==> src/crc_consts.vh <==
`ifndef CRC_CONSTS_VH
`define CRC_CONSTS_VH
// special function register addresses
`define CRC_CONTROL_ADDR      8'h91
`define CRC_INPUT_ADDR        8'h94
`define CRC_RESULT_DATA_ADDR  8'hd9
// control register field positions
`define CTL_PTR_LSB           0
`define CTL_PTR_MSB           1
`define CTL_INIT_VAL_BIT      2
`define CTL_INIT_STROBE_BIT   3
`define CTL_POLY_SEL_BIT      4
// reset values
`define CTL_RESET             8'h00
`define RESULT_RESET          32'h00000000
// polynomials and initial values
`define POLY16                16'h1021
`define POLY32                32'h04c11db7
`define POLY32_REFLECTED      32'hedb88320
`define INIT_ZERO             32'h00000000
`define INIT_ONES             32'hffffffff
`endif

==> src/crc_byte_engine.v <==
`timescale 1ns/1ns
`include "crc_consts.vh"
// folds one input byte into the running result in a single cycle
module crc_byte_engine (
  input  wire        width16_i,
  input  wire [31:0] result_i,
  input  wire [7:0]  byte_i,
  output reg  [31:0] result_o
);
  reg [15:0] acc16;
  reg [31:0] acc32;
  integer    i;

  // both engines unrolled over eight bit steps; the select picks one
  always @* begin
    acc16 = result_i[15:0] ^ {byte_i, 8'h00};
    acc32 = result_i ^ {24'h000000, byte_i};
    for (i = 0; i < 8; i = i + 1) begin
      if (acc16[15]) begin
        acc16 = {acc16[14:0], 1'b0} ^ `POLY16;
      end else begin
        acc16 = {acc16[14:0], 1'b0};
      end
      if (acc32[0]) begin
        acc32 = {1'b0, acc32[31:1]} ^ `POLY32_REFLECTED;
      end else begin
        acc32 = {1'b0, acc32[31:1]};
      end
    end
    // upper half kept at zero in 16-bit mode so the two widths never mix
    if (width16_i) begin
      result_o = {16'h0000, acc16};
    end else begin
      result_o = acc32;
    end
  end
endmodule

==> src/crc_unit_control.v <==
`timescale 1ns/1ns
`include "crc_consts.vh"
module crc_unit_control (
  input  wire        clk_i,
  input  wire        rst_i,
  input  wire [7:0]  sfr_addr_i,
  input  wire [7:0]  sfr_wdata_i,
  input  wire        sfr_wr_i,
  input  wire        sfr_rd_i,
  output reg  [7:0]  sfr_rdata_o,
  output reg         sfr_hit_o,
  output reg         poly_width_select_o,
  output reg         init_value_select_o,
  output reg  [1:0]  result_byte_pointer_o,
  output reg  [31:0] result_o
);
  reg  [1:0]  ptr_nxt;
  reg  [31:0] result_nxt;
  reg  [7:0]  rdata_nxt;
  reg  [1:0]  lane;
  wire [7:0]  ctl_reset;
  wire [31:0] folded;
  wire [31:0] init_value;
  wire [31:0] port_merged;
  wire [3:0]  lane_hit;
  wire [7:0]  lane_byte [0:3];
  wire        ctl_sel;
  wire        in_sel;
  wire        dat_sel;
  wire        ctl_wr;
  wire        ctl_rd;
  wire        in_wr;
  wire        dat_wr;
  wire        dat_rd;
  wire        dat_acc;
  wire        init_go;
  wire        hit;

  // reset image of the control register, so each field takes its own bits
  assign ctl_reset = `CTL_RESET;

  // address match of the three registers this block answers
  assign ctl_sel = (sfr_addr_i == `CRC_CONTROL_ADDR);
  assign in_sel  = (sfr_addr_i == `CRC_INPUT_ADDR);
  assign dat_sel = (sfr_addr_i == `CRC_RESULT_DATA_ADDR);

  // qualified strobes; the host never raises read and write together
  assign ctl_wr  = sfr_wr_i && ctl_sel;
  assign ctl_rd  = sfr_rd_i && ctl_sel;
  assign in_wr   = sfr_wr_i && in_sel;
  assign dat_wr  = sfr_wr_i && dat_sel;
  assign dat_rd  = sfr_rd_i && dat_sel;
  assign dat_acc = dat_wr || dat_rd;

  // any access to a mapped address; unmapped ones are left unanswered
  assign hit = (sfr_wr_i || sfr_rd_i) && (ctl_sel || in_sel || dat_sel);

  // the initialise bit is only a strobe: it acts on the write and is not kept
  assign init_go = ctl_wr && sfr_wdata_i[`CTL_INIT_STROBE_BIT];

  // initial value comes from the select bit being written in the same cycle,
  // so one write can choose the value and load it at once
  assign init_value = sfr_wdata_i[`CTL_INIT_VAL_BIT] ? `INIT_ONES : `INIT_ZERO;

  // the byte engine folds the write data against the current result;
  // it is purely combinational, so a fold takes exactly one bus cycle
  crc_byte_engine crc_byte_engine_i (
    .width16_i (poly_width_select_o),
    .result_i  (result_o),
    .byte_i    (sfr_wdata_i),
    .result_o  (folded)
  );

  // lane chosen by the pointer; 16-bit mode folds the pointer onto two bytes
  always @* begin
    if (poly_width_select_o) begin
      lane = {1'b0, result_byte_pointer_o[0]};
    end else begin
      lane = result_byte_pointer_o;
    end
  end

  // one-hot lane decode used by the write merge; the read mux indexes lane_byte by lane
  assign lane_hit = 4'h1 << lane;

  // per byte lane: read view of the result and the merged write value;
  // only the pointed lane takes the port data, the others keep their bits
  genvar k;
  generate
    for (k = 0; k < 4; k = k + 1) begin : g_lane
      assign lane_byte[k] = result_o[8*k +: 8];
      assign port_merged[8*k +: 8] = (dat_wr && lane_hit[k]) ? sfr_wdata_i
                                                               : result_o[8*k +: 8];
    end
  endgenerate

  // pointer: a control write sets it, a data port access advances it;
  // the pointer always counts over four values, the lane map does the wrap
  always @* begin
    ptr_nxt = result_byte_pointer_o;
    if (ctl_wr) begin
      ptr_nxt = sfr_wdata_i[`CTL_PTR_MSB:`CTL_PTR_LSB];
    end else if (dat_acc) begin
      ptr_nxt = result_byte_pointer_o + 2'h1;
    end
  end

  // result: init wins over data, since both cannot come in one bus cycle;
  // init loads all 32 bits even in 16-bit mode so a later switch sees it
  always @* begin
    result_nxt = result_o;
    if (init_go) begin
      result_nxt = init_value;
    end else if (in_wr) begin
      result_nxt = folded;
    end else if (dat_wr) begin
      result_nxt = port_merged;
    end
  end

  // read mux; the strobe bit and bits 7 to 5 always read as zero.
  // idle cycles return zero so a stale byte never lingers on the bus
  always @* begin
    rdata_nxt = 8'h00;
    if (ctl_rd) begin
      rdata_nxt = {3'h0, poly_width_select_o, 1'b0, init_value_select_o,
                   result_byte_pointer_o};
    end else if (dat_rd) begin
      rdata_nxt = lane_byte[lane];
    end
  end

  // polynomial and result width select; bits 7 to 5 have no storage at all
  always @(posedge clk_i) begin
    if (rst_i) begin
      poly_width_select_o <= ctl_reset[`CTL_POLY_SEL_BIT];
    end else if (ctl_wr) begin
      poly_width_select_o <= sfr_wdata_i[`CTL_POLY_SEL_BIT];
    end
  end

  // initial-value select, kept for readback; the load itself uses write data
  always @(posedge clk_i) begin
    if (rst_i) begin
      init_value_select_o <= ctl_reset[`CTL_INIT_VAL_BIT];
    end else if (ctl_wr) begin
      init_value_select_o <= sfr_wdata_i[`CTL_INIT_VAL_BIT];
    end
  end

  // result byte pointer
  always @(posedge clk_i) begin
    if (rst_i) begin
      result_byte_pointer_o <= ctl_reset[`CTL_PTR_MSB:`CTL_PTR_LSB];
    end else begin
      result_byte_pointer_o <= ptr_nxt;
    end
  end

  // internal result register
  always @(posedge clk_i) begin
    if (rst_i) begin
      result_o <= `RESULT_RESET;
    end else begin
      result_o <= result_nxt;
    end
  end

  // read data and hit are registered: both stand for the cycle after access;
  // costs a cycle of latency but keeps every output straight from a flop
  always @(posedge clk_i) begin
    if (rst_i) begin
      sfr_rdata_o <= 8'h00;
      sfr_hit_o   <= 1'b0;
    end else begin
      sfr_rdata_o <= rdata_nxt;
      sfr_hit_o   <= hit;
    end
  end
endmodule

==> config.mk <==
export PLATFORM = sky130hd
export DESIGN_NAME = crc_unit_control
export DESIGN_NICKNAME = d
export VERILOG_FILES = /design/src/crc_byte_engine.v /design/src/crc_unit_control.v
export VERILOG_INCLUDE_DIRS = /design/src
export SDC_FILE = /design/constraint.sdc
export NUM_CORES = 1
export LEC_CHECK = 0
export BUFFER_PORTS_ARGS = -buffer_cell sky130_fd_sc_hd__buf_4
export CAP_MARGIN = 10
export CORE_MARGIN = 2
export CORE_UTILIZATION = 35
export CTS_CLUSTER_DIAMETER = 30
export CTS_CLUSTER_SIZE = 14
export DETAILED_ROUTE_END_ITERATION = 8
export PLACE_DENSITY_LB_ADDON = 0.3
export SETUP_SLACK_MARGIN = 0.02
export SKIP_LAST_GASP = 1
export SYNTH_ARGS = -nofsm -noshare
export SYNTH_HDL_FRONTEND = slang
export SYNTH_SLANG_ARGS = --single-unit
==> constraint.sdc <==
create_clock -name clk_i -period 2.39 [get_ports clk_i]
set_input_delay 0.239 -clock clk_i [delete_from_list [all_inputs] [get_ports clk_i]]
set_output_delay 0.239 -clock clk_i [all_outputs]
set_load 0.1 [all_outputs]
Word level (Yosys, flattened, before mapping)
Index checks and enable logic that the tools add are counted.

storage, ports and cells
  output and inout bits = 45
  logic and storage cells = 95
  bits of input ports = 20
  register bits after elaboration = 45

operators by class
  reductions and logical operators = 26
  mux-type cells = 33
  shift-type cells = 1
  $lt $le $gt $ge = 1
  bitwise gates (word level) = 20
  add/sub/neg operators = 1
  equal/unequal tests = 3

operator list
  operator                                                   count
  two-way mux 32 bit                                         13
  inverter 13 -> 14 bit                                      8
  two-way mux 13 bit                                         8
  two-way mux 8 bit                                          6
  XOR 32 x 8 -> 32 bit                                       1
  equality test 8 bit (second input constant)                3
  inverter 3 bit                                             8
  binary-select mux 8 bit (select 2 bit)                     1
  XOR 16 bit                                                 1
  nonzero test 3 bit                                         5
  logical AND 1 bit                                          11
  two-way mux 5 bit                                          2
  AND reduction 2 bit                                        4
  two-way mux 2 bit                                          3
  logical OR 1 bit                                           4
  << shifter 1 x 2 -> 4 bit (first input constant)           1
  greater-or-equal comparator 3 bit (second input constant)  1
  inverter 2 -> 3 bit                                        1
  OR reduction 3 bit                                         1
  adder 2 x 1 -> 2 bit (second input constant)               1
  nonzero test 2 bit                                         1
  inverter 1 bit                                             1

Longest topological paths before layout
  word-level depth = 20
  gate-level depth with buffers = 9
  gate-level depth less buffers = 6

Modules after synthesis
From an unflattened synthesis, not the netlist that was laid out.

unflattened totals
  cell total of the unflattened synthesis = 400
  area, all modules = 3622.2 µm²

by module, submodules not included
  module            sequential area each (µm²)  cells each  instances  area each (µm²)
  crc_unit_control  900.9                       255         1          2414.8
  crc_byte_engine   0.0                         145         1          1207.4

Worst setup path before layout
No wires, ideal clock.

  path type = reg-to-reg
  start point = reg result_o[1]
  end point = reg result_o[29]
  data required time = 2258 ps
  library setup time = 132 ps
  period minus slack after synthesis = 2753 ps
  buffers on the path = 1
  arrival time = 2621 ps
  cell stages (with the launch flop) = 8
  path slack = -363 ps
  path through = dfxtp_1 -> clkbuf_1 -> xnor2_2 -> xor2_2 -> xor3_1 -> mux2_1 -> o21ai_1 -> a21oi_1

between the ends
  word-level cells in the longest chain between the ends = 12

RTL lines
  item                             line                    source
  from (decl)                      crc_unit_control.v:15   output reg [31:0] result_o
  from (signal assigned)           crc_unit_control.v:163  result_o <= `RESULT_RESET;
  from (signal assigned)           crc_unit_control.v:165  result_o <= result_nxt;
  XOR 32 x 8 -> 32 bit             crc_byte_engine.v:17    acc32 = result_i ^ {24'h000000, byte_i};
  two-way mux 32 bit (8 in a row)  crc_byte_engine.v:24    if (acc32[0]) begin
  two-way mux 32 bit               crc_byte_engine.v:31    if (width16_i) begin
  two-way mux 32 bit               crc_unit_control.v:114  end else if (in_wr) begin
  two-way mux 32 bit               crc_unit_control.v:112  if (init_go) begin

Every way passes these cells.
A chain may end at the register's enable or synchronous reset.

Worst setup path after layout
  start point = reg result_o[1]
  end point = reg result_o[18]

between the ends
  word-level cells in the longest chain between the ends = 16

RTL lines
  item                               line
  XOR 32 x 8 -> 32 bit *             crc_byte_engine.v:17
  two-way mux 32 bit * (2 in a row)  crc_byte_engine.v:24
  inverter 13 -> 14 bit (no line)    -
  two-way mux 32 bit * (2 in a row)  crc_byte_engine.v:24
  inverter 13 -> 14 bit (no line)    -
  two-way mux 32 bit *               crc_byte_engine.v:24
  inverter 13 -> 14 bit (no line)    -
  two-way mux 32 bit *               crc_byte_engine.v:24
  inverter 13 -> 14 bit (no line)    -
  two-way mux 32 bit * (2 in a row)  crc_byte_engine.v:24
  two-way mux 32 bit *               crc_byte_engine.v:31
  two-way mux 32 bit *               crc_unit_control.v:114
  two-way mux 32 bit *               crc_unit_control.v:112

Every way passes the cells marked *; elsewhere a longest branch is shown, timed or not.

==> impl_metrics.ini <==
[outcome]
status = complete, no violations

[floorplanning]
design.die.area_um2 = 11800
num_rows = 38
chipHeight_um = 109
die_width_um = 109
io-pin-count = 65
fp.coreArea_um2 = 10700
starting_density_of_the_core_pct = 35.6

[sta]
tightest_slew_ns = 0.566
period_needed_ns = 2.20
rsz_0062_raised_after_global_routing = false
worst_setup_skew_after_layout_ns = 0.0105
max_slew_headroom_at_the_worst_pin_pct = 62.1
finalSetupViolCount = 0
hold_viol_final = 0
hold_slack_ns = 0.258
number_of_max_slew_violations_in_the_final_report = 0
post-route-period-util_pct = 91.9
clock.fmax_mhz = 455

[global_route]
global_route_total_usage_across_every_layer_pct = 23.7
antenna_found_initial = 0
grt_max_degree = 37
number_of_global_route_vias_before_repair = 3355
grt_pass1_wl_mm = 20.7
globalRouteOverflowTotal = 0

[synth]
synth_top_flop_cell = sky130_fd_sc_hd__dfxtp_1
synth_seq_cells = 45
synthesis.instances = 423
synth-seq-area-share_pct = 23.5
synthesis.yosys.warnings = 0
synth_area_per_cell_um2 = 9.05
synth_enable_flop_cells = 0
ys_top_cells_by_area = sky130_fd_sc_hd__dfxtp_1, sky130_fd_sc_hd__xnor2_1, sky130_fd_sc_hd__xor2_1
synth_top_area_share_pct = 23.5
synth_nets = 443
synth_area_leader_cell = sky130_fd_sc_hd__dfxtp_1
ys_async_sr_fraction_pct = 0
synth.distinct_cells = 73
cell_area_synth_um2 = 3830

[worst_hold_path]
worst_hold_path_type = primary input to flop

[clock_network]
tritoncts.num_buffers = 5
tritoncts = built
clkTransAtPathRegs_ns = 0.10
post-cts-setup-buffers = 0
htree_num_levels = 2
clockBufferDepth = 2
clkSinkCount = 45
clockRootBuffer = sky130_fd_sc_hd__clkbuf_8
clock_latency_ns = 0.32
cts_hold_buf = 0

[setup_path]
timing.reg2reg.setup_slack_ns = 0.19
start_kind = flop
crit_required_ns = 2.58
timing.critical_path.arrival_ns = 2.39
worst-path-max-fanout = 7
criticalPathCategory = flop to flop
cp-end-kind = flop

[finish]
final_common_cell = sky130_fd_sc_hd__buf_4
syn2layout_area_growth_pct = 24.4
n_antenna_cell = 0
number_of_inserted_filler_cells_in_the_final_layout = 1089
final_cell_area_um2 = 4760
drive_above_1_share_pct = 30.9
finish.net_count = 518
layout.cells.most_common_list = sky130_fd_sc_hd__buf_4, sky130_fd_sc_hd__xnor2_1, sky130_fd_sc_hd__nor2_1, sky130_fd_sc_hd__dfxtp_1, sky130_fd_sc_hd__nand2_1

[drt]
ant_nets = 0
detail_route.wl_per_cell_um = 21.3
drt_pre_antenna_iters = 5
drc_errors = 0
dr_total_vias = 3638
drt_wl_total_mm = 13.6
drt_iter0_drc = 375
drt-vias-per-instance = 5.69

[run]
maxCapViolCount = 0

[pwr]
power.density_nw_per_um2 = 393
finalPower_mw = 1.87
peakVddDrop_v = 0.000225
cellLeakagePower_nw = 1.94

[placed_design]
numPortBuffers = 64
postPlaceCellArea_um2 = 4620
finalWeightedCongestion = 0.943
hpwlAfterDp_mm = 10.3
## metrics by stage
stage               instances  TNS (ns)  util (%)  setup WS, ns
CTS                       639         0      44.1        0.0554
detailed placement        631         0      43.0        0.0645
finish                    639         0      44.3         0.195
floorplan                 423   -0.0580         -       -0.0580
global route              639         0      44.3        0.0812
global placement          631         0      43.0       0.00551
## kinds of logic after synthesis
group                  synth area share, %
AO/OA/AOI/OAI                         18.4
XOR/XNOR                              27.1
buffers and inverters                 4.90
flip-flops                            23.5
multiplexers                          8.27
AND/OR/NAND/NOR                       17.8
## path summary, 6_finish.rpt
kind,end,cells past startpoint,start
min,sfr_hit_o,3,sfr_wr_i
max,result_o[18],6,result_o[1]
min reg2reg,result_o[25],2,result_o[25]
max reg2reg,result_o[18],6,result_o[1]
## registers in the layout, summed over array words and instances (netlist names)
name                   cells
result_byte_pointer_o      2
poly_width_select_o        1
result_o                  32
sfr_hit_o                  1
sfr_rdata_o                8
init_value_select_o        1
## power breakdown
part	switching [mW]	internal [mW]	total, mW
registers	0.00380	0.751	0.755
clock network	0.311	0.314	0.624
logic	0.270	0.225	0.495
## layer usage
layer | track usage (%) | vias up | part of all wire [%]
met1 | 33.9 | 1746 | 44
met2 | 36.3 | 200 | 45
met5 | 0 | - | 0
met4 | 7.23 | 0 | 2.3
met3 | 3.92 | 25 | 9.1
li1 | - | 1667 | -
## layout make-up
class / count / area, um^2 / area share [%]
clock buffer: 5 / 68.8 / 1.44
multi-input combinational: 336 / 2770 / 58.1
tap: 140 / 175 / 3.68
inverter: 10 / 37.5 / 0.788
sequential: 45 / 916 / 19.2
clock inverter: 3 / 46.3 / 0.972
timing repair buffer: 100 / 751 / 15.8
## Yosys cell counts (8+ instances only)
cell and n:
sky130_fd_sc_hd__xnor2_1 45, sky130_fd_sc_hd__nor3_1 10, sky130_fd_sc_hd__o21ai_0 17, sky130_fd_sc_hd__dfxtp_1 45
sky130_fd_sc_hd__inv_1 9, sky130_fd_sc_hd__a21oi_1 19, sky130_fd_sc_hd__nand2_1 32, sky130_fd_sc_hd__a211oi_1 8
sky130_fd_sc_hd__and2_1 8, sky130_fd_sc_hd__nor2_1 36, sky130_fd_sc_hd__xor2_1 20, sky130_fd_sc_hd__mux2i_1 11
sky130_fd_sc_hd__clkbuf_1 18
## critical path, stage by stage, from the launching register on
cell	delay (ns)
sky130_fd_sc_hd__dfxtp_2	0.40
sky130_fd_sc_hd__xnor2_2	0.50
sky130_fd_sc_hd__xor2_2	0.31
sky130_fd_sc_hd__xor2_1	0.22
sky130_fd_sc_hd__xnor2_1	0.11
sky130_fd_sc_hd__a221oi_1	0.42
sky130_fd_sc_hd__nor3_1	0.09
## repair_timing
item | CTS | global route
hold endpoints to repair | 0 | 0
endpoints found under the setup margin | 0 | 3
gates resized for setup | 0 | 3
No activity file was read; power rests on OpenSTA's default activity.
